$ cat config.mk
export PLATFORM = sky130hd
export DESIGN_NAME = rtcraf_top
export DESIGN_NICKNAME = d
export VERILOG_FILES = /design/src/rtl/rtcraf_top.v
export VERILOG_INCLUDE_DIRS = /design/src /design/src/rtl
export SDC_FILE = /design/constraint.sdc
export NUM_CORES = 1
export LEC_CHECK = 0
export BUFFER_PORTS_ARGS = -buffer_cell sky130_fd_sc_hd__buf_2
export CORE_AREA = 2 2 212 214
export CTS_CLUSTER_SIZE = 40
export DETAILED_ROUTE_END_ITERATION = 12
export DIE_AREA = 0 0 214 216
export GPL_TIMING_DRIVEN = 1
export PLACE_DENSITY_LB_ADDON = 0.25
export SLEW_MARGIN = 40
export SYNTH_ARGS = -nofsm -noshare
export SYNTH_HDL_FRONTEND = slang
export SYNTH_SLANG_ARGS = --single-unit
$ cat constraint.sdc
create_clock -name clk_i -period 9.05 [get_ports clk_i]
set_input_delay 0 -clock clk_i [delete_from_list [all_inputs] [get_ports clk_i]]
set_output_delay 0 -clock clk_i [all_outputs]
set_load 0.01 [all_outputs]
$ cat src/rtl/rtcraf_defs.vh
// Constants for the RTC register file and alarm block
`ifndef RTCRAF_DEFS_VH
`define RTCRAF_DEFS_VH

// Register byte addresses
`define RTCRAF_A_SUBSEC     8'h00
`define RTCRAF_A_SEC        8'h01
`define RTCRAF_A_MIN        8'h02
`define RTCRAF_A_HOUR       8'h03
`define RTCRAF_A_DOW        8'h04
`define RTCRAF_A_DATE       8'h05
`define RTCRAF_A_MON        8'h06
`define RTCRAF_A_YEAR       8'h07
`define RTCRAF_A_CTRL       8'h08
`define RTCRAF_A_WDOG       8'h09
`define RTCRAF_A_AL_MON     8'h0a
`define RTCRAF_A_ALARM_DAY_OF_MONTH    8'h0b
`define RTCRAF_A_ALARM_HOUR_FREEZE    8'h0c
`define RTCRAF_A_ALARM_MINUTES     8'h0d
`define RTCRAF_A_ALARM_SECONDS     8'h0e
`define RTCRAF_A_FLAGS      8'h0f
`define RTCRAF_A_SQW        8'h13
`define RTCRAF_A_CLK_LAST   8'h07

// Writable bit masks (fixed-zero positions cleared)
`define RTCRAF_M_DOW        8'h07
`define RTCRAF_M_DATE       8'h3f
`define RTCRAF_M_MON        8'h1f
`define RTCRAF_M_7B         8'h7f
`define RTCRAF_M_6B         8'h3f
`define RTCRAF_M_SQW        8'hf0
// Per-byte write masks of the eight clock bytes, byte 0 lowest
`define RTCRAF_M_CLOCK_BYTES 64'hff1f3f07ff7fffff

// Bit positions
`define RTCRAF_B_OSC_HALT   7
`define RTCRAF_B_CEB        7
`define RTCRAF_B_CB         6
`define RTCRAF_B_AFE        7
`define RTCRAF_B_SQUARE_WAVE_ENABLE       6
`define RTCRAF_B_ABE        5
`define RTCRAF_B_RPT4       7
`define RTCRAF_B_RPT5       6
`define RTCRAF_B_RPT3       7
`define RTCRAF_B_HT         6
`define RTCRAF_B_RPT2       7
`define RTCRAF_B_RPT1       7

// Repeat codes, RPT5..RPT1
`define RTCRAF_RPT_SEC      5'h1f
`define RTCRAF_RPT_MIN      5'h1e
`define RTCRAF_RPT_HOUR     5'h1c
`define RTCRAF_RPT_DAY      5'h18
`define RTCRAF_RPT_MONTH    5'h10
`define RTCRAF_RPT_YEAR     5'h00

// BCD limits
`define RTCRAF_BCD_ZERO     8'h00
`define RTCRAF_BCD_ONE      8'h01
`define RTCRAF_BCD_99       8'h99
`define RTCRAF_BCD_59       8'h59
`define RTCRAF_BCD_23       8'h23
`define RTCRAF_BCD_7        8'h07
`define RTCRAF_BCD_12       8'h12
`define RTCRAF_BCD_28       8'h28
`define RTCRAF_BCD_29       8'h29
`define RTCRAF_BCD_30       8'h30
`define RTCRAF_BCD_31       8'h31
`define RTCRAF_BCD_FEB      8'h02

// Timing: hundredth-second tick at 125 MHz
`define RTCRAF_CLK_PERIOD_NS 8
`define RTCRAF_TICK_NS       10000000
`define RTCRAF_TICK_CYCLES   (`RTCRAF_TICK_NS / `RTCRAF_CLK_PERIOD_NS)

`endif

$ cat src/rtl/rtcraf_top.v
// RTC timekeeping register file with alarm match and interrupt pin
`timescale 1ns/10ps
`include "rtcraf_defs.vh"
module rtcraf_top #(
  parameter TICK_CYCLES = `RTCRAF_TICK_CYCLES,
  parameter CNT_W = 21
) (
  input wire clk_i,
  input wire resetn_i,
  input wire [7:0] reg_addr_i,
  input wire [7:0] reg_wdata_i,
  input wire reg_wr_i,
  input wire reg_rd_i,
  input wire clock_read_active_i,
  input wire backup_mode_i,
  input wire power_restored_i,
  input wire battery_low_i,
  input wire watchdog_expired_i,
  output reg [7:0] reg_rdata_o,
  output reg interrupt_pin_o,
  output reg interrupt_pin_oe_o,
  output reg square_wave_enable_o,
  output reg [3:0] square_wave_rate_o
);

  ////////////////////////////////////////////////////////////////////////////
  // Reset release through two flops
  reg rst_meta_n;
  reg rst_n;
  always @(posedge clk_i or negedge resetn_i) begin
    if (!resetn_i) begin
      rst_meta_n <= 1'b0;
      rst_n <= 1'b0;
    end else begin
      rst_meta_n <= 1'b1;
      rst_n <= rst_meta_n;
    end
  end

  ////////////////////////////////////////////////////////////////////////////
  // BCD helpers
  function [7:0] bcd_next;
    input [7:0] v;
    input [7:0] vmax;
    input [7:0] vmin;
    begin
      if (v >= vmax)
        bcd_next = vmin;
      else if (v[3:0] == 4'h9)
        bcd_next = {v[7:4] + 4'h1, 4'h0};
      else
        bcd_next = v + 8'h01;
    end
  endfunction
  // Last day of month; leap years assumed every fourth year
  function [7:0] month_last;
    input [7:0] mon;
    input [7:0] yr;
    reg leap;
    begin
      leap = yr[4] ? (yr[3:0] == 4'h2 || yr[3:0] == 4'h6)
                   : (yr[3:0] == 4'h0 || yr[3:0] == 4'h4 || yr[3:0] == 4'h8);
      if (mon == `RTCRAF_BCD_FEB)
        month_last = leap ? `RTCRAF_BCD_29 : `RTCRAF_BCD_28;
      else if (mon == 8'h04 || mon == 8'h06 || mon == 8'h09 || mon == 8'h11)
        month_last = `RTCRAF_BCD_30;
      else
        month_last = `RTCRAF_BCD_31;
    end
  endfunction

  ////////////////////////////////////////////////////////////////////////////
  // Decode
  wire wr_clk = reg_wr_i && (reg_addr_i <= `RTCRAF_A_CLK_LAST);
  wire rd_clk = reg_rd_i && (reg_addr_i <= `RTCRAF_A_CLK_LAST);
  wire rd_flags = reg_rd_i && (reg_addr_i == `RTCRAF_A_FLAGS);

  ////////////////////////////////////////////////////////////////////////////
  // Control and alarm registers, binary and BCD as written, except sqw_reg, which keeps only its high nibble
  reg [7:0] ctrl_reg;
  reg [7:0] wdog_reg;
  reg [7:0] al_mon;
  reg [7:0] alarm_day_of_month;
  reg [7:0] alarm_hour_freeze;
  reg [7:0] alarm_minutes;
  reg [7:0] alarm_seconds;
  reg [7:0] sqw_reg;
  wire freeze_updates = alarm_hour_freeze[`RTCRAF_B_HT];
  wire alarm_pin_enable = al_mon[`RTCRAF_B_AFE];
  wire backup_alarm_enable = al_mon[`RTCRAF_B_ABE];
  // Power-up clears all enables; freeze set when power returns
  always @(posedge clk_i or negedge rst_n) begin
    if (!rst_n) begin
      ctrl_reg <= 8'h00;
      wdog_reg <= 8'h00;
      al_mon <= 8'h00;
      alarm_day_of_month <= 8'h00;
      alarm_hour_freeze <= 8'h00;
      alarm_minutes <= 8'h00;
      alarm_seconds <= 8'h00;
      sqw_reg <= 8'h00;
    end else begin
      if (reg_wr_i) begin
        case (reg_addr_i)
          `RTCRAF_A_CTRL: ctrl_reg <= reg_wdata_i;
          `RTCRAF_A_WDOG: wdog_reg <= reg_wdata_i;
          `RTCRAF_A_AL_MON: al_mon <= reg_wdata_i;
          `RTCRAF_A_ALARM_DAY_OF_MONTH: alarm_day_of_month <= reg_wdata_i;
          `RTCRAF_A_ALARM_HOUR_FREEZE: alarm_hour_freeze <= reg_wdata_i;
          `RTCRAF_A_ALARM_MINUTES: alarm_minutes <= reg_wdata_i;
          `RTCRAF_A_ALARM_SECONDS: alarm_seconds <= reg_wdata_i;
          `RTCRAF_A_SQW: sqw_reg <= reg_wdata_i & `RTCRAF_M_SQW;
          default: ;
        endcase
      end
      // Restore wins over a simultaneous host write
      if (power_restored_i)
        alarm_hour_freeze[`RTCRAF_B_HT] <= 1'b1;
    end
  end

  ////////////////////////////////////////////////////////////////////////////
  // Hundredth-second prescaler, held at zero while the oscillator is halted
  reg osc_halt;
  reg [CNT_W-1:0] presc;
  reg tick;
  always @(posedge clk_i or negedge rst_n) begin
    if (!rst_n) begin
      presc <= {CNT_W{1'b0}};
      tick <= 1'b0;
    end else if (osc_halt) begin
      presc <= {CNT_W{1'b0}};
      tick <= 1'b0;
    end else if (presc == TICK_CYCLES[CNT_W-1:0] - 1'b1) begin
      presc <= {CNT_W{1'b0}};
      tick <= 1'b1;
    end else begin
      presc <= presc + 1'b1;
      tick <= 1'b0;
    end
  end

  ////////////////////////////////////////////////////////////////////////////
  // Internal working copies of the time counters
  reg [7:0] i_hs;
  reg [7:0] i_sec;
  reg [7:0] i_min;
  reg [7:0] i_hour;
  reg [7:0] i_dow;
  reg [7:0] i_date;
  reg [7:0] i_mon;
  reg [7:0] i_year;
  reg ceb;
  reg cb;
  reg sec_event;
  reg upd_pend;
  wire transfer = upd_pend && !freeze_updates && !clock_read_active_i && !rd_clk;
  // A host write to a clock byte skips that tick so fields never mix
  always @(posedge clk_i or negedge rst_n) begin
    if (!rst_n) begin
      i_hs <= 8'h00;
      i_sec <= 8'h00;
      i_min <= 8'h00;
      i_hour <= 8'h00;
      i_dow <= 8'h01;
      i_date <= 8'h01;
      i_mon <= 8'h01;
      i_year <= 8'h00;
      ceb <= 1'b0;
      cb <= 1'b0;
      osc_halt <= 1'b0;
      sec_event <= 1'b0;
      upd_pend <= 1'b0;
    end else begin
      sec_event <= 1'b0;
      if (transfer)
        upd_pend <= 1'b0;
      if (wr_clk) begin
        case (reg_addr_i)
          `RTCRAF_A_SUBSEC: i_hs <= reg_wdata_i;
          `RTCRAF_A_SEC: begin
            i_sec <= reg_wdata_i & `RTCRAF_M_7B;
            osc_halt <= reg_wdata_i[`RTCRAF_B_OSC_HALT];
          end
          `RTCRAF_A_MIN: i_min <= reg_wdata_i & `RTCRAF_M_7B;
          `RTCRAF_A_HOUR: begin
            i_hour <= reg_wdata_i & `RTCRAF_M_6B;
            ceb <= reg_wdata_i[`RTCRAF_B_CEB];
            cb <= reg_wdata_i[`RTCRAF_B_CB];
          end
          `RTCRAF_A_DOW: i_dow <= reg_wdata_i & `RTCRAF_M_DOW;
          `RTCRAF_A_DATE: i_date <= reg_wdata_i & `RTCRAF_M_DATE;
          `RTCRAF_A_MON: i_mon <= reg_wdata_i & `RTCRAF_M_MON;
          default: i_year <= reg_wdata_i;
        endcase
      end else if (tick) begin
        upd_pend <= 1'b1;
        i_hs <= bcd_next(i_hs, `RTCRAF_BCD_99, `RTCRAF_BCD_ZERO);
        if (i_hs == `RTCRAF_BCD_99) begin
          sec_event <= 1'b1;
          i_sec <= bcd_next(i_sec, `RTCRAF_BCD_59, `RTCRAF_BCD_ZERO);
          if (i_sec == `RTCRAF_BCD_59) begin
            i_min <= bcd_next(i_min, `RTCRAF_BCD_59, `RTCRAF_BCD_ZERO);
            if (i_min == `RTCRAF_BCD_59) begin
              i_hour <= bcd_next(i_hour, `RTCRAF_BCD_23, `RTCRAF_BCD_ZERO);
              if (i_hour == `RTCRAF_BCD_23) begin
                i_dow <= bcd_next(i_dow, `RTCRAF_BCD_7, `RTCRAF_BCD_ONE);
                i_date <= bcd_next(i_date, month_last(i_mon, i_year), `RTCRAF_BCD_ONE);
                if (i_date == month_last(i_mon, i_year)) begin
                  i_mon <= bcd_next(i_mon, `RTCRAF_BCD_12, `RTCRAF_BCD_ONE);
                  if (i_mon == `RTCRAF_BCD_12) begin
                    i_year <= bcd_next(i_year, `RTCRAF_BCD_99, `RTCRAF_BCD_ZERO);
                    if (i_year == `RTCRAF_BCD_99 && ceb)
                      cb <= ~cb;
                  end
                end
              end
            end
          end
        end
      end
    end
  end

  ////////////////////////////////////////////////////////////////////////////
  // User copies of the eight clock bytes
  reg [7:0] ucopy [0:7];
  wire [7:0] icopy [0:7];
  assign icopy[0] = i_hs;
  assign icopy[1] = {osc_halt, i_sec[6:0]};
  assign icopy[2] = i_min;
  assign icopy[3] = {ceb, cb, i_hour[5:0]};
  assign icopy[4] = i_dow;
  assign icopy[5] = i_date;
  assign icopy[6] = i_mon;
  assign icopy[7] = i_year;
  // All bytes load together; a host write lands on its own byte, masked like the counter
  localparam [63:0] UCOPY_WMASK = `RTCRAF_M_CLOCK_BYTES;
  genvar gi;
  generate
    for (gi = 0; gi < 8; gi = gi + 1) begin : g_ucopy
      always @(posedge clk_i or negedge rst_n) begin
        if (!rst_n)
          ucopy[gi] <= (gi >= 4 && gi <= 6) ? 8'h01 : 8'h00;
        else if (wr_clk && reg_addr_i[2:0] == gi)
          ucopy[gi] <= reg_wdata_i & UCOPY_WMASK[gi*8 +: 8];
        else if (transfer)
          ucopy[gi] <= icopy[gi];
      end
    end
  endgenerate

  ////////////////////////////////////////////////////////////////////////////
  // Alarm compare against the working copy, one cycle after each second
  wire [4:0] repeat_code = {alarm_day_of_month[`RTCRAF_B_RPT5], alarm_day_of_month[`RTCRAF_B_RPT4],
                            alarm_hour_freeze[`RTCRAF_B_RPT3], alarm_minutes[`RTCRAF_B_RPT2],
                            alarm_seconds[`RTCRAF_B_RPT1]};
  wire m_sec = (alarm_seconds[6:0] == i_sec[6:0]);
  wire m_min = (alarm_minutes[6:0] == i_min[6:0]);
  wire m_hour = (alarm_hour_freeze[5:0] == i_hour[5:0]);
  wire m_date = (alarm_day_of_month[5:0] == i_date[5:0]);
  wire m_mon = (al_mon[4:0] == i_mon[4:0]);
  reg alarm_match;
  always @* begin
    case (repeat_code)
      `RTCRAF_RPT_MIN: alarm_match = m_sec;
      `RTCRAF_RPT_HOUR: alarm_match = m_sec && m_min;
      `RTCRAF_RPT_DAY: alarm_match = m_sec && m_min && m_hour;
      `RTCRAF_RPT_MONTH: alarm_match = m_sec && m_min && m_hour && m_date;
      `RTCRAF_RPT_YEAR: alarm_match = m_sec && m_min && m_hour && m_date && m_mon;
      default: alarm_match = 1'b1;
    endcase
  end
  // Zeroed date with year code never matches a valid date
  reg alarm_chk;
  always @(posedge clk_i or negedge rst_n) begin
    if (!rst_n)
      alarm_chk <= 1'b0;
    else
      alarm_chk <= sec_event;
  end

  ////////////////////////////////////////////////////////////////////////////
  // Flags: hardware set wins over clear-on-read
  reg alarm_flag;
  reg watchdog_expired_flag;
  reg battery_weak_flag;
  wire alarm_set = alarm_chk && alarm_match;
  always @(posedge clk_i or negedge rst_n) begin
    if (!rst_n) begin
      alarm_flag <= 1'b0;
      watchdog_expired_flag <= 1'b0;
      battery_weak_flag <= 1'b0;
    end else begin
      battery_weak_flag <= battery_low_i;
      if (alarm_set)
        alarm_flag <= 1'b1;
      else if (rd_flags)
        alarm_flag <= 1'b0;
      if (watchdog_expired_i)
        watchdog_expired_flag <= 1'b1;
      else if (rd_flags)
        watchdog_expired_flag <= 1'b0;
    end
  end

  ////////////////////////////////////////////////////////////////////////////
  // Open-drain interrupt pin, square-wave outputs, read data
  wire next_irq = (alarm_flag && !rd_flags) && alarm_pin_enable
                  && (!backup_mode_i || backup_alarm_enable);
  always @(posedge clk_i or negedge rst_n) begin
    if (!rst_n) begin
      interrupt_pin_o <= 1'b0;
      interrupt_pin_oe_o <= 1'b0;
      square_wave_enable_o <= 1'b0;
      square_wave_rate_o <= 4'h0;
      reg_rdata_o <= 8'h00;
    end else begin
      interrupt_pin_o <= 1'b0;
      interrupt_pin_oe_o <= next_irq || alarm_set && alarm_pin_enable
                            && (!backup_mode_i || backup_alarm_enable);
      square_wave_enable_o <= al_mon[`RTCRAF_B_SQUARE_WAVE_ENABLE];
      square_wave_rate_o <= sqw_reg[7:4];
      if (reg_rd_i) begin
        case (reg_addr_i)
          `RTCRAF_A_SUBSEC, `RTCRAF_A_SEC, `RTCRAF_A_MIN, `RTCRAF_A_HOUR,
          `RTCRAF_A_DOW, `RTCRAF_A_DATE, `RTCRAF_A_MON, `RTCRAF_A_YEAR:
            reg_rdata_o <= ucopy[reg_addr_i[2:0]];
          `RTCRAF_A_CTRL: reg_rdata_o <= ctrl_reg;
          `RTCRAF_A_WDOG: reg_rdata_o <= wdog_reg;
          `RTCRAF_A_AL_MON: reg_rdata_o <= al_mon;
          `RTCRAF_A_ALARM_DAY_OF_MONTH: reg_rdata_o <= alarm_day_of_month;
          `RTCRAF_A_ALARM_HOUR_FREEZE: reg_rdata_o <= alarm_hour_freeze;
          `RTCRAF_A_ALARM_MINUTES: reg_rdata_o <= alarm_minutes;
          `RTCRAF_A_ALARM_SECONDS: reg_rdata_o <= alarm_seconds;
          `RTCRAF_A_FLAGS: reg_rdata_o <= {watchdog_expired_flag, alarm_flag, 1'b0,
                                           battery_weak_flag, 4'h0};
          `RTCRAF_A_SQW: reg_rdata_o <= sqw_reg;
          default: reg_rdata_o <= 8'h00;
        endcase
      end
    end
  end
endmodule // rtcraf_top

Word level (Yosys, flattened, before mapping)
Cells that the tools add are included.
Widths: inputs -> output; s select.
{"block": "totals", "inputBits": 25, "wordCells": 342, "regBits": 235}
{"block": "classes", "mux": 122, "bitwise": 2, "reduce_logical": 84, "add_sub_neg": 17, "order_cmp": 10, "eq_ne": 65}
{"op": "$mux 8", "count": 89}
{"op": "$pmux 8 s10", "count": 1}
{"op": "$eq 8x4->1 const B", "count": 9}
{"op": "$add 8x1->8 const B", "count": 8}
{"op": "$eq 8x3->1 const B", "count": 6}
{"op": "$mux 21", "count": 2}
{"op": "$reduce_bool 2->1", "count": 20}
{"op": "$eq 4x4->1 const B", "count": 9}
{"op": "$add 4x1->4 const B", "count": 8}
{"op": "$logic_and 1x1->1", "count": 25}
{"op": "$mux 1", "count": 25}
{"op": "$bmux 8 s3", "count": 1}
{"op": "$eq 8x2->1 const B", "count": 3}
{"op": "$eq 8x5->1 const B", "count": 3}
{"op": "$reduce_and 2->1", "count": 12}
{"op": "$add 21x1->21 const B", "count": 1}
{"op": "$eq 21x21->1 const B", "count": 1}
{"op": "$eq 5x5->1 const B", "count": 4}
{"op": "$eq 8x7->1 const B", "count": 2}
{"op": "$eq 8x8->1 const B", "count": 2}
{"op": "$ge 8x7->1 const B", "count": 2}
{"op": "$ge 8x8->1 const B", "count": 2}
{"op": "$eq 7x7->1", "count": 2}
{"op": "$mux 7", "count": 2}
{"op": "37 further kinds", "count": 61}

Longest topological paths before layout
Gate-level depths: netlist (run 1).
{"block": "logic_depth", "word_depth": 20, "depth_mapped": 14, "ltp_nobuf": 13}

Worst setup path before layout (run 1)
Ideal clock, no wire load.
{"block": "synth_timing", "path_type": "register to register", "startpoint": "register i_mon[3]", "endpoint": "register i_year[6]", "stages_incl_launch_ff": 11, "t_arrival_ns": 2.436, "t_required_ns": 8.929, "slack_ns": 6.493, "path_cell_list": "dfrtp_1 > clkbuf_1 > nor4_1 > nand3_1 > ha_1 > and3_1 > a41oi_2 > nor3_2 > buf_4 > nand2_1 > a22o_1"}
{"block": "synth_between", "elab_chain_len": 15, "elab_cells_between_ends": 21, "cone_classes": "eq/ne (7); mux (8); reduce/logical (6)"}
{"item": "from (decl)", "line_no": "rtcraf_top.v:151", "source": "reg [7:0] i_mon;"}
{"item": "from (signal assigned)", "line_no": "rtcraf_top.v:193", "source": "`RTCRAF_A_MON: i_mon <= reg_wdata_i & `RTCRAF_M_MON;"}
{"item": "from (signal assigned)", "line_no": "rtcraf_top.v:210", "source": "i_mon <= bcd_next(i_mon, `RTCRAF_BCD_12, `RTCRAF_BCD_ONE);"}
{"item": "$eq 8x3->1", "line_no": "rtcraf_top.v:65", "source": "else if (mon == 8'h04 || mon == 8'h06 || mon == 8'h09 || mon == 8'h11)"}
{"item": "$logic_or 1x1->1 (3 in a row)", "line_no": "rtcraf_top.v:65"}
{"item": "$mux 1", "line_no": "rtcraf_top.v:65"}
{"item": "$mux 5", "line_no": "rtcraf_top.v:63", "source": "if (mon == `RTCRAF_BCD_FEB)"}
{"item": "$mux 8", "line_no": "rtcraf_top.v:206", "source": "if (i_hour == `RTCRAF_BCD_23) begin"}
{"item": "$mux 8", "line_no": "rtcraf_top.v:204", "source": "if (i_min == `RTCRAF_BCD_59) begin"}
{"item": "$mux 8", "line_no": "rtcraf_top.v:202", "source": "if (i_sec == `RTCRAF_BCD_59) begin"}
{"item": "$mux 8", "line_no": "rtcraf_top.v:199", "source": "if (i_hs == `RTCRAF_BCD_99) begin"}
{"item": "$mux 8", "line_no": "rtcraf_top.v:196", "source": "end else if (tick) begin"}
{"item": "$mux 8", "line_no": "rtcraf_top.v:178", "source": "if (wr_clk) begin"}
{"item": "$eq 8x8->1", "line_no": "rtcraf_top.v:209", "source": "if (i_date == month_last(i_mon, i_year)) begin"}
{"item": "$reduce_bool 2->1 (no line)"}
{"item": "$reduce_and 8->1 (no line) (*)"}
{"item": "to (signal assigned)", "line_no": "rtcraf_top.v:194", "source": "default: i_year <= reg_wdata_i;"}
{"item": "to (signal assigned)", "line_no": "rtcraf_top.v:212", "source": "i_year <= bcd_next(i_year, `RTCRAF_BCD_99, `RTCRAF_BCD_ZERO);"}
{"item": "to (decl)", "line_no": "rtcraf_top.v:152", "source": "reg [7:0] i_year;"}
Mark *: on every way between the ends. The rest lies on a longest branch, timed or not. The select of a mux whose other input is x is not followed.
A chain may end at the register's enable or synchronous reset.

Worst setup path after layout (run 1)
{"block": "layout_timing", "startpoint": "register i_mon[3]", "endpoint": "register i_year[3]"}
The elaborated chain is that of the path after synthesis.

==> impl_metrics.toml, run 1 <==
[outcome]
outcome = "finished clean"

[synthesis]
yosys_warnings = 0
avgSynthCellArea_um2 = 10.0
synthTopCellsByCount = "dfrtp_1 (229), nand2_1 (141), o21ai_0 (121), nor2_1 (81), a21oi_1 (76)"
yosysMostFrequentCell = "dfrtp_1"
synth_ff_type = "dfrtp_1"
synth_seq_cells = 235
synth_nets = 1359
mappedNetlistArea_um2 = 13100
seq_area_frac_synth_pct = 45.0
synth_cell_types = 78
syn_inst = 1307
synth_top_area_share_pct = 43.8
async_reset_ff_share_pct = 100
ys_top_cells_by_area = "dfrtp_1 (44%), mux2_2 (5.7%), mux2i_1 (5.0%)"
synth-edff-count = 0
synth_area_leader_cell = "dfrtp_1"

[worst_setup_path]
setup.worst_path.start_class = "flip-flop"
worstRegToRegCells = 8
r2r-end = "i_year[3]$_DFFE_PN0P_"
critPathRequiredTime_ns = 9.48
path_class = "reg -> reg"
crit_arrival_ns = 3.53
r2r_slack_ns = 5.95
r2r-start = "i_mon[3]$_DFFE_PN0P_"
critical_path_peak_fanout = 14
worstSetupEndpointType = "flip-flop"

[timing]
post-route-min-period_ns = 3.10
fin_hold_ws_ns = 0.0812
worst_slew_pin_slew_ns = 0.806
setup_viol = 0
finalCritPeriodShare_pct = 34.3
timing.fmax_mhz = 322
slew_headroom_pct = 46.3
skew_ns = 0.0277
drv_slew = 0
hold_viol = 0
rsz0062_at_grt = "no"
fin_setup_tns_ns = 0

[cells_and_area]
final_layout_size_suffix_gt1_share_pct = 16.2
diodes = 0
largest_reg_flops = 64
syn_to_final_growth_pct = 14.8
layout.nets = 1377
top_regs = "ucopy (64), presc (21)"
regMostFlops = "ucopy"
ff_latch_area_um2 = 5890
fillers = 4464
multiInputGateArea_um2 = 6730
fin_area_um2 = 15000
layoutNonFillerInstCount = 1939

[clock_tree]
cts_max_level = 1
clockBufferDepth = 3
numClockSinks = 235
tritoncts = "yes"
cts_root_buffer = "clkbuf_16"
postCtsResizedCells = 0
path_clk_slew_ns = 0.06
clkLatencyLatePin_ns = 0.57
cts_inserted_buffers = 28

[place]
dp_hpwl_mm = 27.4
post-place-cells = 1863
place_area_um2 = 13800
gp_congestion = 0.851
portBuffers = 38

[route]
ant_nets = 0
avgRoutedWirePerCell_um = 20.4
firstDrtPassIters = 5
viasPerCell = 5.26
drc = 0
wl_mm = 39.6
vias = 10200
drt_iter0_drc = 790

[global_routing]
grt_overflow_total = 0
grt_usage_pct = 17.1
grt_max_degree = 73
grt_pass1_vias = 9950
antenna_found_initial = 0
grt_pass1_wl_mm = 61.9

[power]
power_density_nw_per_um2 = 171
leakage_nw = 6.99
p_total_w = 0.00257
ir_drop_mv = 0.133

[floorplanning]
io_pins = 40
core_um2 = 43800
start_util_pct = 29.9
die_y_um = 216
rows = 77
die_width_um = 214
die_area_um2 = 46200

[min_path]
worstHoldStart = "battery_low_i"
min_to = "battery_weak_flag$_DFF_PN0_"
hold_depth = 2
hp-class = "in -> reg"

[job]
maxCapViolCount = 0
## stage by stage
step / util, % / setup WS (ns)
after global placement: 31.3 / 5.80
after CTS: 34.2 / 5.68
after floorplan: - / 2.03
after global routing: 34.3 / 5.65
after detailed placement: 31.4 / 5.73
final: 34.3 / 5.95
## per-layer routing
metal	routed length (um)	GRT usage, %
met5	0	0
met4	1480	6.04
met3	1960	2.44
met2	17900	26.9
met1	18300	24.0
## critical path: stages (launching register included)
cell and delay (ns):
dfrtp_1 0.48, nor4_1 0.53, nand3_1 0.21, ha_1 0.32, and3_1 0.19, a41oi_2 0.23
nor3_4 0.54, o21ai_0 0.23, o22a_1 0.24
## power breakdown
part	switching (W)	internal, W
clock network	0.000460	0.000755
registers	0.0000585	0.00110
logic	0.000112	0.0000850
## kinds of logic after synthesis
kind of cell	after synthesis	synth area share, %
adder cells (fa/ha/maj)	27	2.58
XOR/XNOR	55	3.68
multiplexers	151	14.0
flip-flops	235	45.0
buffers and inverters	114	3.72
other	2	0.0574
AND/OR/NAND/NOR	395	15.4
AO/OA/AOI/OAI	328	15.6
## worst max path at each step
stage / from / endpoint / depth (start not counted) / slack, ns
6_report: i_mon[3]$_DFFE_PN0P_ / i_year[3]$_DFFE_PN0P_ / 8 / 5.95
3_5_place_dp: i_mon[3]$_DFFE_PN0P_ / i_year[3]$_DFFE_PN0P_ / 8 / 5.73
4_1_cts: i_mon[3]$_DFFE_PN0P_ / i_year[3]$_DFFE_PN0P_ / 8 / 5.68
5_1_grt: i_mon[3]$_DFFE_PN0P_ / i_year[3]$_DFFE_PN0P_ / 8 / 5.65
2_1_floorplan: rst_n$_DFF_PN0_ / al_mon[0]$_DFFE_PN0P_ / 0 / 2.03
3_3_place_gp: i_mon[3]$_DFFE_PN0P_ / i_year[3]$_DFFE_PN0P_ / 8 / 5.80
## repair_timing
action                    4_1_cts  5_1_grt
buffers inserted                0        0
hold buffers                   23        0
hold endpoints to repair       77        0
## cells in the final DEF, fill, tap and decap left out, drive strengths merged, types with 18 or more instances in the layout
cell type / instances
xor2: 27
a21oi: 77
o21ai: 121
nand2: 141
mux2i: 66
and3: 20
mux4: 19
buf: 52
clkbuf: 42
nor2: 84
mux2: 66
xnor2: 28
dlygate4sd3: 23
ha: 27
inv: 26
dfrtp: 229
nand3: 41
a31oi: 18
## area by class of cell
| cell class | instances | share of cell area (%) |
|---|---|---|
| inverters | 27 | 0.675 |
| flip-flops and latches | 235 | 39.2 |
| clock buffers | 42 | 5.61 |
| clock inverters | 10 | 1.07 |
| repair buffers | 75 | 3.66 |
| well taps | 592 | 4.93 |
| multi-input cells | 958 | 44.8 |
No activity file was read; power rests on OpenSTA's default activity.
==> inputs of run 2 (changes only) <==
--- a/config.mk
+++ b/config.mk
@@ -6,11 +6,12 @@
 export SDC_FILE = /design/constraint.sdc
 export NUM_CORES = 1
 export LEC_CHECK = 0
+export ABC_AREA = 1
 export BUFFER_PORTS_ARGS = -buffer_cell sky130_fd_sc_hd__buf_2
-export CORE_AREA = 2 2 212 214
+export CORE_AREA = 2 2 214 216
 export CTS_CLUSTER_SIZE = 40
 export DETAILED_ROUTE_END_ITERATION = 12
-export DIE_AREA = 0 0 214 216
+export DIE_AREA = 0 0 216 218
 export GPL_TIMING_DRIVEN = 1
 export PLACE_DENSITY_LB_ADDON = 0.25
 export SLEW_MARGIN = 40
==> constraint.sdc (replaced) <==
create_clock -name clk_i -period 2.6 [get_ports clk_i]
set_input_delay 0 -clock clk_i [delete_from_list [all_inputs] [get_ports clk_i]]
set_output_delay 0 -clock clk_i [all_outputs]
set_load 0.01 [all_outputs]
==> impl_metrics.toml, run 2 <==
[outcome]
outcome = "finished clean"

[power]
seqPwrFrac_pct = 45.2
p_switching_w = 0.00237
swShare_pct = 26.9
leakage_nw = 7.39
power_density_nw_per_um2 = 559
intPower_w = 0.00645
p_clk_share_pct = 45.8
combPwrFrac_pct = 9.0
p_total_w = 0.00882
ir_drop_mv = 0.440

[global_routing]
met2_usage_pct = 31.1
met3_usage_pct = 3.42
use_met1_pct = 26.9
busiest_layer = "met2"
grt_max_degree = 46
grt_overflow_total = 0
grt_pass1_vias = 11800
antenna_found_initial = 0
grt_usage_pct = 19.4
grt_pass1_wl_mm = 70.4

[timing]
drv_slew = 0
final.setup.worst_slack_ns = 0.0505
worst_slew_pin_slew_ns = 0.833
finalCritPeriodShare_pct = 98.1
setup_viol = 0
timing.fmax_mhz = 392
hold_viol = 0
skew_ns = 0.0284
rsz0062_at_grt = "yes"
post-route-min-period_ns = 2.55
slew_headroom_pct = 44.4

[route]
avgRoutedWirePerCell_um = 18.7
vias = 12300
wl_mm = 46.1
firstDrtPassIters = 5
drt_iter0_drc = 1082
ant_nets = 0
viasPerCell = 5.00
drc = 0

[place]
place_area_um2 = 14500
post-place-ws_ns = -0.0394
dp_hpwl_mm = 34.6
portBuffers = 38
post-place-cells = 2384
gp_congestion = 0.908

[clock_tree]
path_clk_slew_ns = 0.06
clkLatencyLatePin_ns = 0.58
numClockSinks = 235
cts_inserted_buffers = 29
cts_root_buffer = "clkbuf_16"
clockBufferDepth = 3
tritoncts = "yes"
cts_max_level = 1

[synthesis]
avgSynthCellArea_um2 = 7.68
synth_ff_type = "dfrtp_1"
mappedNetlistArea_um2 = 13200
synthTopCellsByCount = "nand2_1 (442), dfrtp_1 (229), inv_1 (204), o21ai_0 (191), nor2_1 (138)"
synth-edff-count = 0
async_reset_ff_share_pct = 100
synth_seq_cells = 235
syn_inst = 1724
seq_area_frac_synth_pct = 44.5
ys_top_cells_by_area = "dfrtp_1 (43%), nand2_1 (13%), o21ai_0 (7.2%)"
yosys_warnings = 0
synth_cell_types = 56
synth_nets = 1776
synth_top_area_share_pct = 43.3
yosysMostFrequentCell = "nand2_1"
synth_area_leader_cell = "dfrtp_1"

[floorplanning]
die_area_um2 = 47100
die_width_um = 216
io_pins = 40
rows = 78
core_um2 = 44900
start_util_pct = 29.5
die_y_um = 218

[cells_and_area]
layoutNonFillerInstCount = 2461
diodes = 0
largest_reg_flops = 64
final_common_cell = "nand2_1"
fillers = 4858
layout.nets = 1892
syn_to_final_growth_pct = 19.3
regMostFlops = "ucopy"
layout_common_cells = "nand2_1 (437), dfrtp_1 (226), inv_1 (201)"
top_regs = "ucopy (64), presc (21)"
final_layout_size_suffix_gt1_share_pct = 14.3
fin_area_um2 = 15800

[worst_setup_path]
crit_arrival_ns = 3.00
worstSetupEndpointType = "flip-flop"
path_class = "reg -> reg"
setup.worst_path.start_class = "flip-flop"
critical_path_peak_fanout = 4
critPathRequiredTime_ns = 3.05

[job]
maxCapViolCount = 0

[min_path]
hp-class = "in -> reg"
run 2: worst paths after layout:
path	to	startpoint	cells past startpoint	slack (ns)
setup reg to reg	i_mon[3]$_DFFE_PN0P_	i_mon[0]$_DFFE_PN1P_	12	0.05
hold reg to reg	rst_n$_DFF_PN0_	rst_meta_n$_DFF_PN0_	0	0.35
min in group asynchronous	rst_n$_DFF_PN0_	resetn_i	3	0.27
max in group asynchronous	i_date[0]$_DFFE_PN1P_	rst_n$_DFF_PN0_	1	1.46
setup / recovery	i_mon[3]$_DFFE_PN0P_	i_mon[0]$_DFFE_PN1P_	12	0.05
hold / removal	ucopy[29]$_DFFE_PN0P_	clock_read_active_i	5	0.06
run 2: cells by family after synthesis:
| family | after synthesis | synth area share [%] |
|---|---|---|
| AOI/OAI and AO/OA | 394 | 16.9 |
| xor gates and xnor gates | 26 | 1.72 |
| adders and majority gates | 27 | 2.55 |
| buffers and inverters | 262 | 8.08 |
| DFF | 235 | 44.5 |
| muxes | 2 | 0.170 |
| other | 2 | 0.0567 |
| and+or+nand+nor | 776 | 26.0 |
run 2: metrics by stage:
step / hold slack [ns] / setup TNS [ns] / util, %
after floorplan: -0.296 / 0 / -
after global placement: -0.214 / -0.0504 / 32.3
after detailed placement: -0.212 / -0.213 / 32.3
after CTS: 0.0198 / 0 / 34.8
after global routing: 0.0698 / -0.187 / 35.2
final: 0.0562 / 0 / 35.2
run 2: power groups by stage:
stage / Combinational (W) / Sequential (W) / Clock [W]
6_report: 0.000796 / 0.00399 / 0.00404
5_1_grt: 0.000896 / 0.00401 / 0.00428
4_1_cts: 0.000794 / 0.00399 / 0.00414
3_5_place_dp: 0.000771 / 0.00405 / 0
3_3_place_gp: 0.000761 / 0.00405 / 0
2_1_floorplan: 0.000468 / 0.00403 / 0
run 2: metal layers:
layer | share of wire, % | vias up
met1 | 46 | 5967
met3 | 5.7 | 74
met5 | 0 | -
met4 | 3.2 | 0
li1 | - | 5935
met2 | 45 | 338
run 2: final cells by class:
class                      instances  area, um^2  share of cell area, %
timing repair buffer             127         961                   6.09
sequential                       235        5890                   37.3
clock buffer                      37         796                   5.04
clock inverter                    15         138                  0.872
tap                              600         751                   4.76
inverter                         218         823                   5.22
multi-input combinational       1229        6420                   40.7
run 2: worst max-delay path, cell delays in order, from the launching register on:
cell and delay, ns:
dfstp_2 0.57, buf_6 0.13, nand2_4 0.06, nor4_4 0.27
a311oi_2 0.06, ha_1 0.29, nand4_1 0.11, nor2_2 0.16
inv_2 0.07, o21ai_2 0.11, o211ai_1 0.23, nor2_2 0.27
o21ai_0 0.10
run 2: timing repair:
item,4_1_cts,5_1_grt
gates cloned,1,1
buffers inserted,0,5
hold buffers,18,0
pin swaps,0,13
setup endpoints to repair,8,21
resized for setup,2,35
hold endpoints to repair,44,0
==> inputs of run 3 (changes only) <==
--- a/config.mk
+++ b/config.mk
@@ -6,14 +6,15 @@
 export SDC_FILE = /design/constraint.sdc
 export NUM_CORES = 1
 export LEC_CHECK = 0
-export ABC_AREA = 1
+export ABC_AREA = 0
 export BUFFER_PORTS_ARGS = -buffer_cell sky130_fd_sc_hd__buf_2
-export CORE_AREA = 2 2 214 216
+export CORE_AREA = 2 2 299 153
 export CTS_CLUSTER_SIZE = 40
 export DETAILED_ROUTE_END_ITERATION = 12
-export DIE_AREA = 0 0 216 218
+export DIE_AREA = 0 0 301 155
 export GPL_TIMING_DRIVEN = 1
 export PLACE_DENSITY_LB_ADDON = 0.25
+export SETUP_SLACK_MARGIN = 0.05
 export SLEW_MARGIN = 40
 export SYNTH_ARGS = -nofsm -noshare
 export SYNTH_HDL_FRONTEND = slang
==> impl_metrics.toml, run 3 (same netlist as run 1, synthesis figures left out) <==
[floorplanning]
die_y_um = 155
rows = 55
die_area_um2 = 46700
start_util_pct = 29.5
core_um2 = 44400
io_pins = 40
die_width_um = 301

[cells_and_area]
top_regs = "ucopy (64), presc (21)"
layout.nets = 1455
layout_common_cells = "dfrtp_1 (227), nand2_1 (141), o21ai_0 (118)"
final_layout_size_suffix_gt1_share_pct = 21.2
largest_reg_flops = 64
regMostFlops = "ucopy"
syn_to_final_growth_pct = 19.2
final_common_cell = "dfrtp_1"
layoutNonFillerInstCount = 2020

[route]
wl_mm = 46.8
drc = 0
viasPerCell = 5.42
firstDrtPassIters = 5
drt_iter0_drc = 1144
ant_nets = 0
avgRoutedWirePerCell_um = 23.2
vias = 10900

[min_path]
hp-class = "in -> reg"
min_to = "sqw_reg[7]$_DFFE_PN0P_"
hold_depth = 3
worstHoldStart = "reg_wr_i"

[global_routing]
grt_usage_pct = 20.1
grt_pass1_vias = 10400
grt_max_degree = 45
grt_pass1_wl_mm = 70.0
antenna_found_initial = 1
grt_overflow_total = 0

[timing]
drv_slew = 0
hold_viol = 0
post-route-min-period_ns = 2.49
worst_slew_pin_slew_ns = 0.753
finalCritPeriodShare_pct = 95.6
skew_ns = 0.0255
setup_viol = 0
slew_headroom_pct = 49.6
rsz0062_at_grt = "yes"
fin_setup_tns_ns = 0
timing.fmax_mhz = 402

[clock_tree]
clockBufferDepth = 3
cts_max_level = 1
cts_root_buffer = "clkbuf_16"
clkLatencyLatePin_ns = 0.57
tritoncts = "yes"
cts_inserted_buffers = 24
path_clk_slew_ns = 0.07
numClockSinks = 235

[power]
leakage_nw = 7.36
p_total_w = 0.00847
power_density_nw_per_um2 = 543
ir_drop_mv = 0.411

[worst_setup_path]
cp_cell_sequence = "nor2b_1 > nand3_1 > inv_1 > ha_1 > and3_4 > a41oi_4 > buf_6 > a21o_4 > o21ai_0 > o21ai_0"
crit_arrival_ns = 2.91
path_class = "reg -> reg"
critical_path_peak_fanout = 10
cp_slowest_cell = "dfrtp_1"
crit_top_cell = "o21ai_0"
r2r-end = "i_mon[1]$_DFFE_PN0P_"
worstSetupEndpointType = "flip-flop"
r2r_slack_ns = 0.11
critPathRequiredTime_ns = 3.02
r2r-start = "i_mon[2]$_DFFE_PN0P_"
setup.worst_path.start_class = "flip-flop"
critPathMaxStageDelay_ns = 0.64
worstRegToRegCells = 10

[place]
dp_hpwl_mm = 34.9
portBuffers = 38
post-place-cells = 1955
gp_congestion = 0.956

[outcome]
outcome = "finished clean"

[job]
maxCapViolCount = 0
run 3: timing repair:
item,4_1_cts,5_1_grt
pin swaps,0,3
resized for setup,1,17
setup buffers,0,1
setup endpoints to repair,1,24
hold buffers,19,0
endpoints found under the hold margin,51,0
run 3: cell type report:
class | count | area, um^2
Fill cell | 4482 | 28800
Multi-Input combinational cell | 958 | 6810
Sequential cell | 235 | 5890
Timing Repair Buffer | 157 | 1260
Tap cell | 598 | 748
Clock buffer | 34 | 648
Clock inverter | 9 | 131
Inverter | 27 | 101
Antenna cell | 2 | 5.00
run 3: stage by stage:
step / area (um^2) / setup WS (ns) / hold WS (ns) / util (%)
3_3_place_gp: 14500 / 0.112 / -0.212 / 32.7
3_5_place_dp: 14500 / 0.0814 / -0.211 / 32.7
5_1_grt: 15600 / -0.00262 / 0.0503 / 35.1
2_1_floorplan: 13100 / 0.162 / -0.296 / -
4_1_cts: 15500 / 0.0369 / 0.0148 / 34.9
6_report: 15600 / 0.115 / 0.0264 / 35.1
run 3: layer usage:
layer	global-route usage [%]	part of all wire (%)	up-vias
met3	8.77	13	56
met5	0	0	-
met1	32.5	51	5484
met4	3.27	1.5	0
li1	-	-	4953
met2	23.5	34	447
run 3: how the worst max path moves through the flow:
| stage | from | to | slack (ns) | cells after the start |
|---|---|---|---|---|
| 4_1_cts | i_mon[6]$_DFFE_PN0P_ | i_mon[7]$_DFFE_PN0P_ | 0.04 | 8 |
| 3_5_place_dp | i_mon[6]$_DFFE_PN0P_ | i_date[4]$_DFFE_PN0P_ | 0.08 | 10 |
| 3_3_place_gp | i_mon[6]$_DFFE_PN0P_ | i_date[4]$_DFFE_PN0P_ | 0.11 | 10 |
| 5_1_grt | i_mon[4]$_DFFE_PN0P_ | i_mon[7]$_DFFE_PN0P_ | -0.003 | 11 |
| 2_1_floorplan | i_mon[3]$_DFFE_PN0P_ | i_date[5]$_DFFE_PN0P_ | 0.16 | 10 |
| 6_report | i_mon[2]$_DFFE_PN0P_ | i_mon[1]$_DFFE_PN0P_ | 0.11 | 10 |
run 3: worst max-delay path: cells and delay by family, from the launching register on:
kind	cells	cell delay, ns
AOI/OAI and AO/OA	4	0.65
adders and majority gates	1	0.32
buffers and inverters	2	0.24
DFF	1	0.64
and+or+nand+nor	3	0.50
run 3: power by group:
group / internal (W) / leakage (nW) / switching [W]
Combinational: 0.000336 / 3.81 / 0.000475
Clock: 0.00204 / 0.382 / 0.00161
Sequential: 0.00383 / 3.16 / 0.000186
Total: 0.00620 / 7.36 / 0.00227
